**config.mk**
```make
export PLATFORM = sky130hd
export DESIGN_NAME = vic_top
export DESIGN_NICKNAME = d
export VERILOG_FILES = /design/src/rtl/vic_pkg.sv /design/src/rtl/vic_top.sv /design/src/rtl/vic_phase_timer.sv /design/src/rtl/vic_arbiter.sv
export VERILOG_INCLUDE_DIRS = /design/src /design/src/rtl
export SDC_FILE = /design/constraint.sdc
export NUM_CORES = 1
export LEC_CHECK = 0
export BUFFER_PORTS_ARGS = -buffer_cell sky130_fd_sc_hd__buf_2
export CAP_MARGIN = 20
export CORE_ASPECT_RATIO = 1.5
export CORE_MARGIN = 2
export CORE_UTILIZATION = 49
export CTS_BUF_LIST = sky130_fd_sc_hd__clkbuf_16
export DETAILED_ROUTE_END_ITERATION = 10
export PLACE_DENSITY = 0.8
export SLEW_MARGIN = 15
export SYNTH_ARGS = -nofsm -noshare
export SYNTH_HDL_FRONTEND = slang
export SYNTH_HIERARCHICAL = 1
export SYNTH_SLANG_ARGS = --single-unit
```
**constraint.sdc**
```tcl
create_clock -name pclk -period 2.33 [get_ports pclk]
set_input_delay 0.233 -clock pclk [delete_from_list [all_inputs] [get_ports pclk]]
set_output_delay 0.233 -clock pclk [all_outputs]
set_load 0.01 [all_outputs]
```
**src/rtl/vic_defines.svh**
```systemverilog
`ifndef VIC_DEFINES_SVH
`define VIC_DEFINES_SVH

// APB byte addresses of the two registers
`define VIC_ENABLE_OFFSET 12'ha8
`define VIC_PRIO_OFFSET 12'hb8

// Enable register fields
`define VIC_GATE_BIT 7
`define VIC_DDC_BIT 5
`define VIC_T1_BIT 3
`define VIC_X1_BIT 2
`define VIC_T0_BIT 1
`define VIC_MC_BIT 0
`define VIC_IMPL_MASK 8'h2f
`define VIC_ENABLE_MASK 8'haf
`define VIC_ENABLE_RESET 8'h00
`define VIC_PRIO_RESET 8'h00

// Vector addresses
`define VIC_VEC_MC 16'h0003
`define VIC_VEC_T0 16'h000b
`define VIC_VEC_X1 16'h0013
`define VIC_VEC_T1 16'h001b
`define VIC_VEC_DDC 16'h002b

// Machine cycle timing: sample phase index within a machine cycle
`define VIC_PHASES 12
`define VIC_SAMPLE_PHASE 4'h9

`endif

```
**src/rtl/vic_pkg.sv**
```systemverilog
package vic_pkg;

  // Source order on the request vector: bit n is source n
  typedef enum logic [2:0] {
    SRC_MC,
    SRC_DDC,
    SRC_T0,
    SRC_X1,
    SRC_T1
  } vic_src_t;

  typedef struct packed {
    logic last_cycle;
    logic is_irq_return_instr;
    logic is_ret;
    logic ie_ip_write;
  } vic_core_stat_t;

  typedef struct packed {
    logic valid;
    logic [2:0] src;
    logic high;
    logic [15:0] vector;
  } vic_call_t;

endpackage

```
**src/rtl/vic_top.sv**
```systemverilog
`timescale 1ns/100ps
`include "vic_defines.svh"

// What this block does
// - Flags caught at sample phase, polled in the next machine cycle.
// - No call while same or higher level service is in progress.
// - Call waits until polling cycle is the instruction's last cycle.
// - After return or enable/priority write, two more instructions run.
// - Blocked requests are not remembered; each poll starts afresh.
// - High request sampled in C3 is vectored in C5 and C6.
// - Call pushes PC without status word, then loads the vector.
// - Vectors: mode 0003, t0 000b, ext1 0013, t1 001b, ddc 002b.
// - Return from interrupt clears current level's in-progress marker.
// - Plain subroutine exit leaves the in-progress marker set.
// - Global gate bit 7 clear blocks all acknowledgement.
// - Enable bits 5,3,2,1,0 gate sources; bits 6 and 4 reserved.
// - Priority bits 5,3,2,1,0 select high level when set.
// - Same level ties: mode change, ddc, timer0, ext1, timer1.
// - Low routine preempted only by high; high routine never.
// - Timer and edge flags cleared at call; ddc flag left for software.
module vic_top
  import vic_pkg::*;
(
  input wire logic pclk,
  input wire logic presetn,
  input wire logic psel,
  input wire logic penable,
  input wire logic pwrite,
  input wire logic [11:0] paddr,
  input wire logic [31:0] pwdata,
  output logic [31:0] prdata,
  output logic pready,
  output logic pslverr,
  input wire logic [4:0] req_flags,
  input wire logic ext1_edge_mode,
  input wire logic modechg_edge_mode,
  input wire vic_core_stat_t core_stat,
  input wire logic call_done,
  output vic_call_t call_out,
  output logic [4:0] flag_clear,
  output logic [1:0] in_service,
  output logic irq_out
);

  // ==========================================
  // Machine cycle timing
  logic sample_strobe;
  logic cycle_end;

  vic_phase_timer #(
    .PHASES(`VIC_PHASES)
  ) u_phase (
    .pclk(pclk),
    .presetn(presetn),
    .sample_strobe(sample_strobe),
    .cycle_end(cycle_end)
  );

  // ==========================================
  // APB registers
  logic [7:0] irq_enable_mask_reg;
  logic [7:0] irq_priority_select_reg;
  logic [4:0] evt_status_reg;
  logic [4:0] evt_mask_reg;
  logic apb_access;
  logic apb_wr;
  logic addr_ok;

  localparam logic [11:0] STAT_OFFSET = 12'h0c0;
  localparam logic [11:0] MASK_OFFSET = 12'h0c4;

  assign apb_access = psel && penable && !pready;
  assign apb_wr = apb_access && pwrite;
  assign addr_ok = (paddr == `VIC_ENABLE_OFFSET) ||
    (paddr == `VIC_PRIO_OFFSET) || (paddr == STAT_OFFSET) ||
    (paddr == MASK_OFFSET);

  always_ff @(posedge pclk or negedge presetn) begin
    if (!presetn) begin
      pready <= 1'b0;
      pslverr <= 1'b0;
      prdata <= 32'h0;
    end else begin
      pready <= apb_access;
      pslverr <= apb_access && !addr_ok;
      prdata <= 32'h0;
      if (apb_access && !pwrite) begin
        unique case (paddr)
          `VIC_ENABLE_OFFSET: prdata <= {24'h0, irq_enable_mask_reg};
          `VIC_PRIO_OFFSET: prdata <= {24'h0, irq_priority_select_reg};
          STAT_OFFSET: prdata <= {27'h0, evt_status_reg};
          MASK_OFFSET: prdata <= {27'h0, evt_mask_reg};
          default: prdata <= 32'h0;
        endcase
      end
    end
  end

  always_ff @(posedge pclk or negedge presetn) begin
    if (!presetn) begin
      irq_enable_mask_reg <= `VIC_ENABLE_RESET;
      irq_priority_select_reg <= `VIC_PRIO_RESET;
    end else if (apb_wr && paddr == `VIC_ENABLE_OFFSET) begin
      irq_enable_mask_reg <= pwdata[7:0] & `VIC_ENABLE_MASK;
    end else if (apb_wr && paddr == `VIC_PRIO_OFFSET) begin
      irq_priority_select_reg <= pwdata[7:0] & `VIC_IMPL_MASK;
    end
  end

  always_ff @(posedge pclk or negedge presetn) begin
    if (!presetn) begin
      evt_mask_reg <= 5'h0;
    end else if (apb_wr && paddr == MASK_OFFSET) begin
      evt_mask_reg <= pwdata[4:0];
    end
  end

  // ==========================================
  // Register bit to source order mapping
  logic [4:0] src_enable;
  logic [4:0] src_high;

  always_comb begin
    src_enable[SRC_MC] = irq_enable_mask_reg[`VIC_MC_BIT];
    src_enable[SRC_DDC] = irq_enable_mask_reg[`VIC_DDC_BIT];
    src_enable[SRC_T0] = irq_enable_mask_reg[`VIC_T0_BIT];
    src_enable[SRC_X1] = irq_enable_mask_reg[`VIC_X1_BIT];
    src_enable[SRC_T1] = irq_enable_mask_reg[`VIC_T1_BIT];
    src_high[SRC_MC] = irq_priority_select_reg[`VIC_MC_BIT];
    src_high[SRC_DDC] = irq_priority_select_reg[`VIC_DDC_BIT];
    src_high[SRC_T0] = irq_priority_select_reg[`VIC_T0_BIT];
    src_high[SRC_X1] = irq_priority_select_reg[`VIC_X1_BIT];
    src_high[SRC_T1] = irq_priority_select_reg[`VIC_T1_BIT];
  end

  // ==========================================
  // Sampling and polling
  logic [4:0] sampled_reg;
  logic [4:0] poll_reg;
  logic defer_reg;

  always_ff @(posedge pclk or negedge presetn) begin
    if (!presetn) begin
      sampled_reg <= 5'h0;
    end else if (sample_strobe) begin
      sampled_reg <= req_flags;
    end
  end

  // Samples held for the whole following machine cycle
  always_ff @(posedge pclk or negedge presetn) begin
    if (!presetn) begin
      poll_reg <= 5'h0;
    end else if (cycle_end) begin
      poll_reg <= sampled_reg;
    end
  end

  // Two instructions must finish after return or enable/priority write
  always_ff @(posedge pclk or negedge presetn) begin
    if (!presetn) begin
      defer_reg <= 1'b0;
    end else if (cycle_end && core_stat.last_cycle) begin
      defer_reg <= core_stat.is_irq_return_instr || core_stat.ie_ip_write;
    end
  end

  logic [4:0] cand;
  logic [4:0] cand_hi;
  logic [4:0] cand_lo;
  logic hi_found;
  logic lo_found;
  logic [2:0] hi_idx;
  logic [2:0] lo_idx;

  assign cand = poll_reg & src_enable &
    {5{irq_enable_mask_reg[`VIC_GATE_BIT]}};
  assign cand_hi = cand & src_high;
  assign cand_lo = cand & ~src_high;

  vic_arbiter #(
    .N(5)
  ) u_arb_hi (
    .req(cand_hi),
    .found(hi_found),
    .idx(hi_idx)
  );

  vic_arbiter #(
    .N(5)
  ) u_arb_lo (
    .req(cand_lo),
    .found(lo_found),
    .idx(lo_idx)
  );

  logic allow_hi;
  logic allow_lo;
  logic blocked;
  logic take;
  logic take_high;
  logic [2:0] take_idx;

  // Low service blocks low; high service blocks everything
  assign allow_hi = !in_service[1];
  assign allow_lo = !in_service[1] && !in_service[0];
  assign blocked = !cycle_end || !core_stat.last_cycle ||
    core_stat.is_irq_return_instr || core_stat.ie_ip_write || defer_reg ||
    call_out.valid;
  assign take_high = hi_found && allow_hi;
  assign take = !blocked && (take_high || (lo_found && allow_lo));
  assign take_idx = take_high ? hi_idx : lo_idx;

  function automatic logic [15:0] vec_of(input logic [2:0] s);
    logic [15:0] v;
    v = `VIC_VEC_MC;
    unique case (s)
      3'(SRC_MC): v = `VIC_VEC_MC;
      3'(SRC_DDC): v = `VIC_VEC_DDC;
      3'(SRC_T0): v = `VIC_VEC_T0;
      3'(SRC_X1): v = `VIC_VEC_X1;
      3'(SRC_T1): v = `VIC_VEC_T1;
      default: v = `VIC_VEC_MC;
    endcase
    return v;
  endfunction

  // ==========================================
  // Call request to the core
  always_ff @(posedge pclk or negedge presetn) begin
    if (!presetn) begin
      call_out <= '0;
    end else if (take) begin
      call_out.valid <= 1'b1;
      call_out.src <= take_idx;
      call_out.high <= take_high;
      call_out.vector <= vec_of(take_idx);
    end else if (call_done) begin
      call_out.valid <= 1'b0;
    end
  end

  // Hardware flag clear pulse when the call executes
  always_ff @(posedge pclk or negedge presetn) begin
    if (!presetn) begin
      flag_clear <= 5'h0;
    end else begin
      flag_clear <= 5'h0;
      if (call_out.valid && call_done) begin
        unique case (call_out.src)
          3'(SRC_T0): flag_clear[SRC_T0] <= 1'b1;
          3'(SRC_T1): flag_clear[SRC_T1] <= 1'b1;
          3'(SRC_X1): flag_clear[SRC_X1] <= ext1_edge_mode;
          3'(SRC_MC): flag_clear[SRC_MC] <= modechg_edge_mode;
          default: flag_clear <= 5'h0;
        endcase
      end
    end
  end

  // ==========================================
  // In-progress markers: bit1 high level, bit0 low level
  always_ff @(posedge pclk or negedge presetn) begin
    if (!presetn) begin
      in_service <= 2'b00;
    end else if (call_out.valid && call_done) begin
      in_service[call_out.high] <= 1'b1;
    end else if (cycle_end && core_stat.last_cycle && core_stat.is_irq_return_instr) begin
      if (in_service[1]) begin
        in_service[1] <= 1'b0;
      end else begin
        in_service[0] <= 1'b0;
      end
    end
    // A plain return leaves the markers untouched
  end

  // ==========================================
  // Event status and interrupt output
  logic [4:0] evt_set;

  assign evt_set = (call_out.valid && call_done) ?
    5'(5'h1 << call_out.src) : 5'h0;

  always_ff @(posedge pclk or negedge presetn) begin
    if (!presetn) begin
      evt_status_reg <= 5'h0;
    end else begin
      if (apb_wr && paddr == STAT_OFFSET) begin
        evt_status_reg <= (evt_status_reg & ~pwdata[4:0]) | evt_set;
      end else begin
        evt_status_reg <= evt_status_reg | evt_set;
      end
    end
  end

  always_ff @(posedge pclk or negedge presetn) begin
    if (!presetn) begin
      irq_out <= 1'b0;
    end else begin
      irq_out <= |(evt_status_reg & evt_mask_reg);
    end
  end

  // ==========================================
  // Checks
  chk_high_blocks_all: assert property (
    @(posedge pclk) disable iff (!presetn)
    $rose(call_out.valid) |-> !$past(in_service[1]))
    else $error("call taken during high service");

  chk_gate_off: assert property (
    @(posedge pclk) disable iff (!presetn)
    $rose(call_out.valid) |-> $past(irq_enable_mask_reg[`VIC_GATE_BIT]))
    else $error("call taken with gate off");

  chk_last_cycle: assert property (
    @(posedge pclk) disable iff (!presetn)
    $rose(call_out.valid) |-> $past(cycle_end && core_stat.last_cycle))
    else $error("call outside last cycle");

  chk_defer_irq_return_instr: assert property (
    @(posedge pclk) disable iff (!presetn)
    $rose(call_out.valid) |->
    !$past(core_stat.is_irq_return_instr || core_stat.ie_ip_write || defer_reg))
    else $error("call inside deferral");

  chk_vector_map: assert property (
    @(posedge pclk) disable iff (!presetn)
    $rose(call_out.valid) && call_out.src == 3'(SRC_DDC) |->
    call_out.vector == `VIC_VEC_DDC)
    else $error("wrong ddc vector");

  chk_low_blocks: assert property (
    @(posedge pclk) disable iff (!presetn)
    $rose(call_out.valid) && $past(in_service[0]) |-> call_out.high)
    else $error("low call during low service");

  chk_irq_return_instr_clears: assert property (
    @(posedge pclk) disable iff (!presetn)
    cycle_end && core_stat.last_cycle && core_stat.is_irq_return_instr &&
    !(call_out.valid && call_done) && in_service == 2'b01 |=>
    in_service == 2'b00)
    else $error("return did not clear marker");

  chk_ret_keeps: assert property (
    @(posedge pclk) disable iff (!presetn)
    core_stat.is_ret && !core_stat.is_irq_return_instr && in_service[0] |=>
    in_service[0])
    else $error("plain return cleared marker");

  chk_ddc_not_cleared: assert property (
    @(posedge pclk) disable iff (!presetn)
    !flag_clear[SRC_DDC])
    else $error("ddc flag cleared by hardware");

  chk_sample_hold: assert property (
    @(posedge pclk) disable iff (!presetn)
    cycle_end |=> poll_reg == $past(sampled_reg))
    else $error("poll copy wrong");

endmodule

```
**src/rtl/vic_phase_timer.sv**
```systemverilog
`timescale 1ns/100ps
`include "vic_defines.svh"

// ==========================================
// Machine cycle phase counter
module vic_phase_timer
  import vic_pkg::*;
#(
  parameter int PHASES = `VIC_PHASES
) (
  input wire logic pclk,
  input wire logic presetn,
  output logic sample_strobe,
  output logic cycle_end
);

  if (PHASES < 10 || PHASES > 16) begin : g_bad_phases
    $error("vic_phase_timer: PHASES out of range");
  end

  logic [3:0] phase_reg;

  always_ff @(posedge pclk or negedge presetn) begin
    if (!presetn) begin
      phase_reg <= 4'h0;
    end else if (phase_reg == 4'(PHASES - 1)) begin
      phase_reg <= 4'h0;
    end else begin
      phase_reg <= phase_reg + 4'h1;
    end
  end

  assign sample_strobe = (phase_reg == `VIC_SAMPLE_PHASE);
  assign cycle_end = (phase_reg == 4'(PHASES - 1));

endmodule

```
**src/rtl/vic_arbiter.sv**
```systemverilog
`timescale 1ns/100ps
`include "vic_defines.svh"

// ==========================================
// Fixed-order pick among sources of one level
module vic_arbiter
  import vic_pkg::*;
#(
  parameter int N = 5
) (
  input wire logic [N-1:0] req,
  output logic found,
  output logic [2:0] idx
);

  if (N < 1 || N > 8) begin : g_bad_width
    $error("vic_arbiter: N out of range");
  end

  always_comb begin
    found = 1'b0;
    idx = 3'h0;
    for (int i = N - 1; i >= 0; i--) begin
      if (req[i]) begin
        found = 1'b1;
        idx = 3'(i);
      end
    end
  end

endmodule

```
==> results by group, run 1 <==
Outcome
  – Outcome: finished clean

Worst setup path
  – Critical path origin: irq_enable_mask_reg[7]
  – Cell Chain, Critical Path: nand3_1, nor2_1, nor4_2, nand2b_1, nand2b_1, buf_4, a31o_2, nor2_1, o31ai_1
  – WP depth: 9
  – Worst R2R Start: irq_enable_mask_reg[7]
  – Reg2Reg Depth: 9
  – Endpoint type of the worst setup path: register
  – Critical path's largest stage delay: 450 ps
  – Reg2reg setup slack: 230 ps
  – Worst r2r dst: call_out[4]
  – Critical Path AT: 2320 ps
  – CP max stage cell: dfrtp_1
  – Critical path type: register to register
  – Top delay family on crit path: simple AND/OR/NAND/NOR gates
  – CP max FO: 11
  – Worst Path Buf+Inv: 1
  – Worst Path Required: 2550 ps
  – CP Launch Type: register

Finish
  – Design area: 3730 µm²
  – Post-layout util: 58.3%
  – Diode count: 0
  – Layout cell share with drive strength beyond 1: 35.2%
  – Sequential cell area: 1530 µm²
  – FILL cells: 545
  – Layout area overhead: 17.1%
  – Footprint of the multi-input gates: 1420 µm²
  – Final nets: 425
  – Max reg flops: 9

Placed design
  – Placed Area: 3450 µm²
  – DP HPWL: 4700 µm
  – I/O Buffers: 60
  – Routability cong.: 0.822

Yosys
  – Post-synth top flop: dfrtp_1
  – Main area contributors after synthesis: dfrtp_1 48%, mux2_2 12%, buf_4 9.0%
  – Top-area cell type share of the netlist area: 48.0%
  – Seq cells post-synth: 61
  – Async SR Flop Fraction: 100%
  – Yosys cell types: 57
  – Syn Inst Count: 292
  – Post-Syn Area: 3180 µm²
  – Ys Warns: 6
  – Number of synthesized flops with an enable pin: 0
  – Mapped Avg Cell Area: 10.9 µm²
  – Area leader, netlist: dfrtp_1
  – Sequential-to-total area share from yosys stat: 48.0%

Clock tree
  – Post CTS Setup Buffer Count: 0
  – CTS buffer count: 9
  – Root Driver: clkbuf_16
  – CTS Buffer Depth: 2
  – Clock Sinks: 61
  – CTS tree: done
  – H-tree depth: 3
  – Clk slew on worst S/H paths: 50 ps
  – Clk Latency, worst-skew pair: 330 ps

Detailed routing
  – Via/cell ratio: 5.08
  – Total wire length: 6320 µm
  – Final ANT Viol Nets: 0
  – Drt pass-1 iters: 4
  – Total number of vias: 2244
  – Drt wl/cell: 14.3 µm
  – Post-route DRC: 0
  – Initial DRC count: 80

STA
  – Slew Viols, Final: 0
  – Final setup viols: 0
  – Worst Max-Slew Pin Slew: 634 ps
  – Min Tclk post-route: 2100 ps
  – Slew headroom: 57.8%
  – Final hold vios: 0
  – Final setup TNS: 0 ps
  – Fmax: 476 MHz
  – Clk_skew: 5.60 ps
  – RSZ-0062 raised after global routing: false
  – Period utilization: 90.2%

Floorplanning
  – Initial Utilization: 49.7%
  – Core Rows: 36
  – Die area: 7170 µm²
  – Total core area: 6400 µm²
  – Number of I/O pins: 124
  – Die height: 103 µm
  – Die Width: 69.8 µm

Global routing
  – Antenna violations before repair: 0
  – First-pass GRT wire length: 10100 µm
  – Tot GR Track Use: 18.2%
  – Pin count of the biggest net entering global routing: 35
  – Grt total ovfl: 0
  – Vias in the first global route: 2151

Pwr
  – Worst VDD drop: 410 µV
  – Register share of total power: 46.2%
  – Combinational share of power: 5.4%
  – Clock power frac: 48.4%
  – Internal: 1.82 mW
  – Leak: 1.87 nW
  – Pwr Density: 631 nW/µm²
  – Sw frac: 22.6%
  – Sw power: 0.533 mW

Hold path
  – Worst min path class: input pin to register
  – Hold wc startpoint: call_done
  – Hold path endpoint: call_out[20]
  – Hold path depth: 2

Run
  – Max cap viols: 0
==> per-stage QoR <==
| step | total power, mW | setup slack, ps | hold slack [ps] | cells |
|---|---|---|---|---|
| final | 2.35 | 229 | 125 | 442 |
| after detailed placement | 1.23 | 110 | 299 | 426 |
| after CTS | 2.37 | 121 | 117 | 442 |
| after floorplan | 1.21 | 304 | -62.6 | 328 |
| after global placement | 1.23 | 239 | 283 | 426 |
| after global routing | 2.43 | 20.6 | 131 | 442 |
==> logic make-up after synthesis <==
kind of cell,count (synthesis),share of synthesized area [%]
simple gates,95,18.0
buf+inv,60,12.1
xor+xnor,2,0.551
flops,61,48.0
compound gates,33,7.24
fa+ha+maj,2,0.786
mux,38,13.3
other cells,1,0.118
==> power groups by stage <==
stage                     clock, mW  sequential, mW  combinational (mW)
after global placement            0            1.10               0.124
after floorplan                   0            1.10               0.107
after CTS                      1.16            1.09               0.130
final                          1.14            1.09               0.128
after detailed placement          0            1.10               0.127
after global routing           1.20            1.09               0.145
==> timing repair <==
action	in CTS	in global routing
gates resized for setup	0	2
hold buffers	1	0
hold endpoints to repair	27	0
endpoints found under the setup margin	0	2
==> cells in the final DEF, fill, tap and decap left out, types with 2 or more instances in the layout <==
cell type,instances
a21o_1,2
a21oi_1,3
a22oi_1,5
a32o_1,3
and2_1,2
buf_2,60
buf_4,6
clkbuf_16,9
clkinv_1,3
clkinvlp_4,2
conb_1,37
dfrtp_1,61
ha_1,2
inv_1,15
mux2_2,34
mux2i_1,4
nand2_1,19
nand2b_1,8
nand3_1,7
nor2_1,23
nor3_1,7
nor3b_1,2
nor4_2,3
nor4_4,2
nor4bb_1,2
o21ai_0,8
o21ai_1,2
o31ai_1,2
==> area by class of cell <==
cell class	count	area share, %
timing repair buffer	68	10.1
clock buffer	9	6.04
sequential	61	41.0
tap	76	2.55
inverter	15	1.51
clock inverter	6	0.839
multi-input combinational	207	38.0
==> how the worst max path moves through the flow <==
stage / end / slack (ps)
final: call_out[4] / 230
after global routing: call_out[4] / 20
after CTS: call_out[4] / 120
after detailed placement: call_out[4] / 110
after global placement: call_out[4] / 240
after floorplan: call_out[16] / 300
==> per-layer routing <==
metal	up-vias	track usage (%)	wire length, µm
li1	1080	-	-
met1	1085	19.2	2370
met2	71	34.4	3520
met3	8	5.28	350
met4	0	6.66	87
met5	-	0	0
==> synth_stat cells (all sizes together) (5+ instances only) <==
master	number
mux2	34
inv	15
nor4	6
nand2b	8
buf	42
dfrtp	61
nand3	7
nand2	20
o21ai	10
a22oi	5
nor2	24
nor3	7
Note: power is estimated with default switching activity, not from simulation.
==> run 2: changes to the inputs <==
--- a/config.mk
+++ b/config.mk
@@ -12,6 +12,6 @@
 export CORE_MARGIN = 2
-export CORE_UTILIZATION = 49
+export CORE_UTILIZATION = 40
 export CTS_BUF_LIST = sky130_fd_sc_hd__clkbuf_16
 export DETAILED_ROUTE_END_ITERATION = 10
-export PLACE_DENSITY = 0.8
+export PLACE_DENSITY = 0.68
 export SLEW_MARGIN = 15
==> constraint.sdc (replaced) <==
create_clock -name pclk -period 2.33 [get_ports pclk]
set_input_delay 0.466 -clock pclk [delete_from_list [all_inputs] [get_ports pclk]]
set_output_delay 0.466 -clock pclk [all_outputs]
set_load 0.01 [all_outputs]
==> results by group, run 2 (synthesis gave the netlist of run 1 again) <==
Outcome
  – Outcome: finished clean

Finish
  – Layout area overhead: 18.2%
  – Most frequent cells in the layout: 61 x dfrtp_1, 60 x buf_2, 37 x conb_1, 34 x mux2_2, 23 x nor2_1
  – Final nets: 429
  – Most common cell after layout, fill and taps aside: dfrtp_1
  – Post-layout util: 49.1%
  – Diode count: 0
  – Max reg flops: 9
  – Layout cell share with drive strength beyond 1: 35.8%

Placed design
  – DP HPWL: 4820 µm
  – I/O Buffers: 60
  – Pre-CTS setup slack: 106 ps
  – Routability cong.: 0.739

STA
  – Final setup viols: 0
  – Slew Viols, Final: 0
  – Period utilization: 87.9%
  – Final worst setup slack: 282 ps
  – Hold WS: 375 ps
  – Final hold vios: 0
  – Fmax: 488 MHz
  – Final setup TNS: 0 ps
  – Clk_skew: 7.77 ps
  – Min Tclk post-route: 2050 ps
  – RSZ-0062 raised after global routing: false

Clock tree
  – Clk Latency, worst-skew pair: 320 ps
  – Root Driver: clkbuf_16
  – H-tree depth: 3
  – Clock Sinks: 61
  – Post CTS Setup Buffer Count: 0
  – CTS tree: done
  – Clk slew on worst S/H paths: 50 ps
  – CTS Buffer Depth: 2
  – CTS buffer count: 9

Floorplanning
  – Die area: 8700 µm²
  – Die height: 113 µm
  – Core Rows: 39
  – Number of I/O pins: 124
  – Initial Utilization: 41.5%
  – Total core area: 7660 µm²
  – Die Width: 76.8 µm

Pwr
  – Internal: 1.81 mW
  – Leak: 1.89 nW
  – Worst VDD drop: 424 µV
  – Sw frac: 21.9%
  – Pwr Density: 617 nW/µm²
  – Clock power frac: 47.6%
  – Register share of total power: 46.8%
  – Sw power: 0.508 mW
  – Combinational share of power: 5.6%

Worst setup path
  – Critical Path AT: 2270 ps
  – Critical path type: register to register
  – Reg2reg setup slack: 280 ps
  – CP max FO: 11
  – Worst r2r dst: call_out[4]
  – Cell Chain, Critical Path: nand3_1, nor2_1, nor4_2, nand2b_1, nand2b_1, buf_4, a31o_2, nor2_1, o31ai_1
  – Critical path's largest stage delay: 450 ps
  – Endpoint type of the worst setup path: register
  – CP max stage cell: dfrtp_1
  – Reg2Reg Depth: 9
  – Worst Path Required: 2550 ps
  – Worst R2R Start: irq_enable_mask_reg[7]
  – CP Launch Type: register

Global routing
  – Antenna violations before repair: 0
  – Tot GR Track Use: 15.4%
  – Grt total ovfl: 0
  – Vias in the first global route: 2179
  – First-pass GRT wire length: 10500 µm
  – Pin count of the biggest net entering global routing: 31

Detailed routing
  – Total wire length: 6300 µm
  – Post-route DRC: 0
  – Final ANT Viol Nets: 0
  – Via/cell ratio: 4.81
  – Initial DRC count: 134
  – Drt wl/cell: 13.4 µm
  – Total number of vias: 2267
  – Drt pass-1 iters: 4

Hold path
  – Hold wc startpoint: call_done
  – Hold path endpoint: call_out[20]
  – Hold path depth: 2
  – Worst min path class: input pin to register

Run
  – Max cap viols: 0
[run 2: stage by stage]
stage	total power, mW	instances	area [µm²]
final	2.32	471	3760
after global routing	2.41	471	3760
after CTS	2.35	471	3760
after detailed placement	1.23	456	3500
after global placement	1.23	456	3500
after floorplan	1.21	328	3320
[run 2: worst max path at each step]
stage | start | end | slack (ps) | cells after the start
global placement | paddr[9] | irq_enable_mask_reg[3] | 140 | 5
floorplan | paddr[9] | irq_enable_mask_reg[0] | 260 | 5
CTS | irq_enable_mask_reg[7] | call_out[4] | 120 | 8
global route | irq_enable_mask_reg[7] | call_out[4] | 90 | 8
finish | irq_enable_mask_reg[7] | call_out[4] | 280 | 9
detailed placement | paddr[9] | irq_enable_mask_reg[7] | 110 | 5
[run 2: cell type report]
class / instances / area [µm²]
Timing Repair Buffer: 72 / 393
Tap cell: 102 / 128
Clock inverter: 5 / 21.3
Sequential cell: 61 / 1530
Multi-Input combinational cell: 207 / 1410
Fill cell: 744 / 3900
Clock buffer: 9 / 225
Inverter: 15 / 56.3
[run 2: critical path: cells and delay by family, from the launching register on]
family | cells | cell delay (ps)
buffers and inverters | 1 | 190
AOI/OAI and AO/OA | 2 | 410
and+or+nand+nor | 6 | 890
DFF | 1 | 450
[run 2: power groups by stage]
stage	sequential, mW	clock (mW)	combinational, mW
3_3_place_gp	1.10	0	0.127
6_report	1.09	1.11	0.130
3_5_place_dp	1.10	0	0.130
5_1_grt	1.09	1.18	0.146
2_1_floorplan	1.10	0	0.107
4_1_cts	1.09	1.13	0.132
[run 2: repair_timing]
item | CTS | global route
hold buffers | 1 | 0
endpoints found under the hold margin | 2 | 0
resized for setup | 0 | 1
setup endpoints to repair | 0 | 2
[run 2: layer usage]
| layer | track usage (%) | part of all wire, % | vias up |
|---|---|---|---|
| met1 | 17.9 | 41 | 1097 |
| met4 | 6.30 | 1.4 | 0 |
| li1 | - | - | 1088 |
| met5 | 0 | 0 | - |
| met3 | 3.75 | 5.1 | 8 |
| met2 | 27.1 | 52 | 74 |
==> run 3: changes to the inputs <==
CORE_UTILIZATION = 35   (was 40)
PLACE_DENSITY = default   (was 0.68)
==> results by group, run 3 (synthesis gave the netlist of run 1 again) <==
Finish
  – Design area: 3840 µm²
  – Max reg flops: 9
  – Layout cell share with drive strength beyond 1: 36.3%
  – Sequential cell area: 1530 µm²
  – Most common cell after layout, fill and taps aside: dfrtp_1
  – Layout area overhead: 20.7%
  – Most frequent cells in the layout: 61 x dfrtp_1, 60 x buf_2, 37 x conb_1, 34 x mux2_2, 23 x nor2_1
  – Final nets: 428
  – Diode count: 0
  – Non-filler cells, final: 479
  – Footprint of the multi-input gates: 1410 µm²
  – FILL cells: 873

Worst setup path
  – Worst r2r dst: call_out[3]
  – Endpoint type of the worst setup path: register
  – CP Launch Type: register
  – CP max FO: 7
  – Critical Path AT: 2270 ps
  – Worst Path Required: 2550 ps
  – Reg2reg setup slack: 290 ps
  – Reg2Reg Depth: 8
  – Worst R2R Start: irq_enable_mask_reg[7]
  – Critical path type: register to register

Detailed routing
  – Total wire length: 6410 µm
  – Total number of vias: 2260
  – Initial DRC count: 97
  – Via/cell ratio: 4.72
  – Final ANT Viol Nets: 0
  – Drt wl/cell: 13.4 µm
  – Post-route DRC: 0
  – Drt pass-1 iters: 4

Placed design
  – Placed Area: 3510 µm²
  – DP Cell Count: 464
  – I/O Buffers: 60
  – DP HPWL: 4960 µm
  – Routability cong.: 0.790

Global routing
  – Grt total ovfl: 0
  – Vias in the first global route: 2175
  – First-pass GRT wire length: 10400 µm
  – Antenna violations before repair: 0
  – Pin count of the biggest net entering global routing: 25
  – Tot GR Track Use: 14.0%

Floorplanning
  – Die Width: 81.9 µm
  – Initial Utilization: 36.0%
  – Die area: 9890 µm²
  – Total core area: 8830 µm²
  – Die height: 121 µm
  – Core Rows: 42
  – Number of I/O pins: 124

Clock tree
  – Clk slew on worst S/H paths: 50 ps
  – H-tree depth: 3
  – Clock Sinks: 61
  – Clk Latency, worst-skew pair: 320 ps
  – PostCTS Resize Cnt: 0
  – CTS buffer count: 9
  – CTS tree: done
  – Post CTS Setup Buffer Count: 0
  – CTS Buffer Depth: 2
  – Hold-fix buffers, CTS: 0
  – Root Driver: clkbuf_16

Pwr
  – Register share of total power: 40.4%
  – Worst VDD drop: 526 µV
  – Clock power frac: 54.8%
  – Sw frac: 19.9%
  – Combinational share of power: 4.8%
  – Pwr Density: 699 nW/µm²
  – Sw power: 0.534 mW
  – Leak: 1.92 nW
  – Internal: 2.15 mW

Outcome
  – Outcome: finished clean

STA
  – Final setup TNS: 0 ps
  – Hold WS: 86.9 ps
  – RSZ-0062 raised after global routing: false
  – Slew Viols, Final: 0
  – Fmax: 489 MHz
  – Slew headroom: 66.9%
  – Worst Max-Slew Pin Slew: 493 ps
  – Final hold vios: 0
  – Period utilization: 87.7%
  – Min Tclk post-route: 2040 ps
  – Final setup viols: 0
  – Clk_skew: 6.05 ps

Run
  – Max cap viols: 0

Hold path
  – Worst min path class: input pin to async pin
[run 3: cell types whose count changed in the layout (fill, tap and decap cells not counted), sizes merged]
cell	previous run	this run
dlygate4sd3	1	0
inv	16	15
bufinv	0	3
clkinv	4	3
[run 3: final cells by class]
class | count | share of cell area (%)
timing repair buffer | 71 | 9.97
sequential | 61 | 39.7
clock inverter | 6 | 2.67
clock buffer | 9 | 5.86
inverter | 15 | 1.47
multi-input combinational | 207 | 36.7
tap | 110 | 3.58
[run 3: how the worst max path moves through the flow]
stage | startpoint | to | depth (start not counted)
2_1_floorplan | paddr[9] | irq_enable_mask_reg[0] | 5
5_1_grt | irq_enable_mask_reg[7] | call_out[4] | 8
6_report | irq_enable_mask_reg[7] | call_out[3] | 8
3_5_place_dp | paddr[9] | irq_enable_mask_reg[5] | 5
3_3_place_gp | paddr[9] | irq_enable_mask_reg[5] | 5
4_1_cts | irq_enable_mask_reg[7] | call_out[4] | 8
[run 3: power groups by stage]
stage | Combinational, mW | Sequential, mW | Clock, mW
2_1_floorplan | 0.107 | 1.10 | 0
3_3_place_gp | 0.128 | 1.10 | 0
3_5_place_dp | 0.131 | 1.10 | 0
4_1_cts | 0.131 | 1.08 | 1.50
5_1_grt | 0.147 | 1.09 | 1.56
6_report | 0.129 | 1.08 | 1.47
[run 3: routing by layer]
metal	wire length, µm	share of wire [%]	track usage, %	vias up
li1	-	-	-	1088
met1	2560	40	16.3	1084
met2	3330	52	24.4	77
met3	397	6.2	2.76	11
met4	123	1.9	5.63	0
met5	0	0	0	-
[run 3: worst max-delay path, stage by stage (launching register included)]
cell and delay [ps]:
dfrtp_1 460, nand3_1 120, nor2_1 80, nor4_2 380, and2_1 300, xor2_1 180
nand2_1 70, o211a_1 120, o31ai_1 230
[run 3: stage by stage]
| stage | util, % | total power, mW | setup slack, ps |
|---|---|---|---|
| floorplan | - | 1.21 | 260 |
| global placement | 39.8 | 1.23 | 144 |
| detailed placement | 39.8 | 1.23 | 124 |
| CTS | 43.5 | 2.72 | 155 |
| global route | 43.5 | 2.79 | 64.9 |
| finish | 43.5 | 2.68 | 287 |
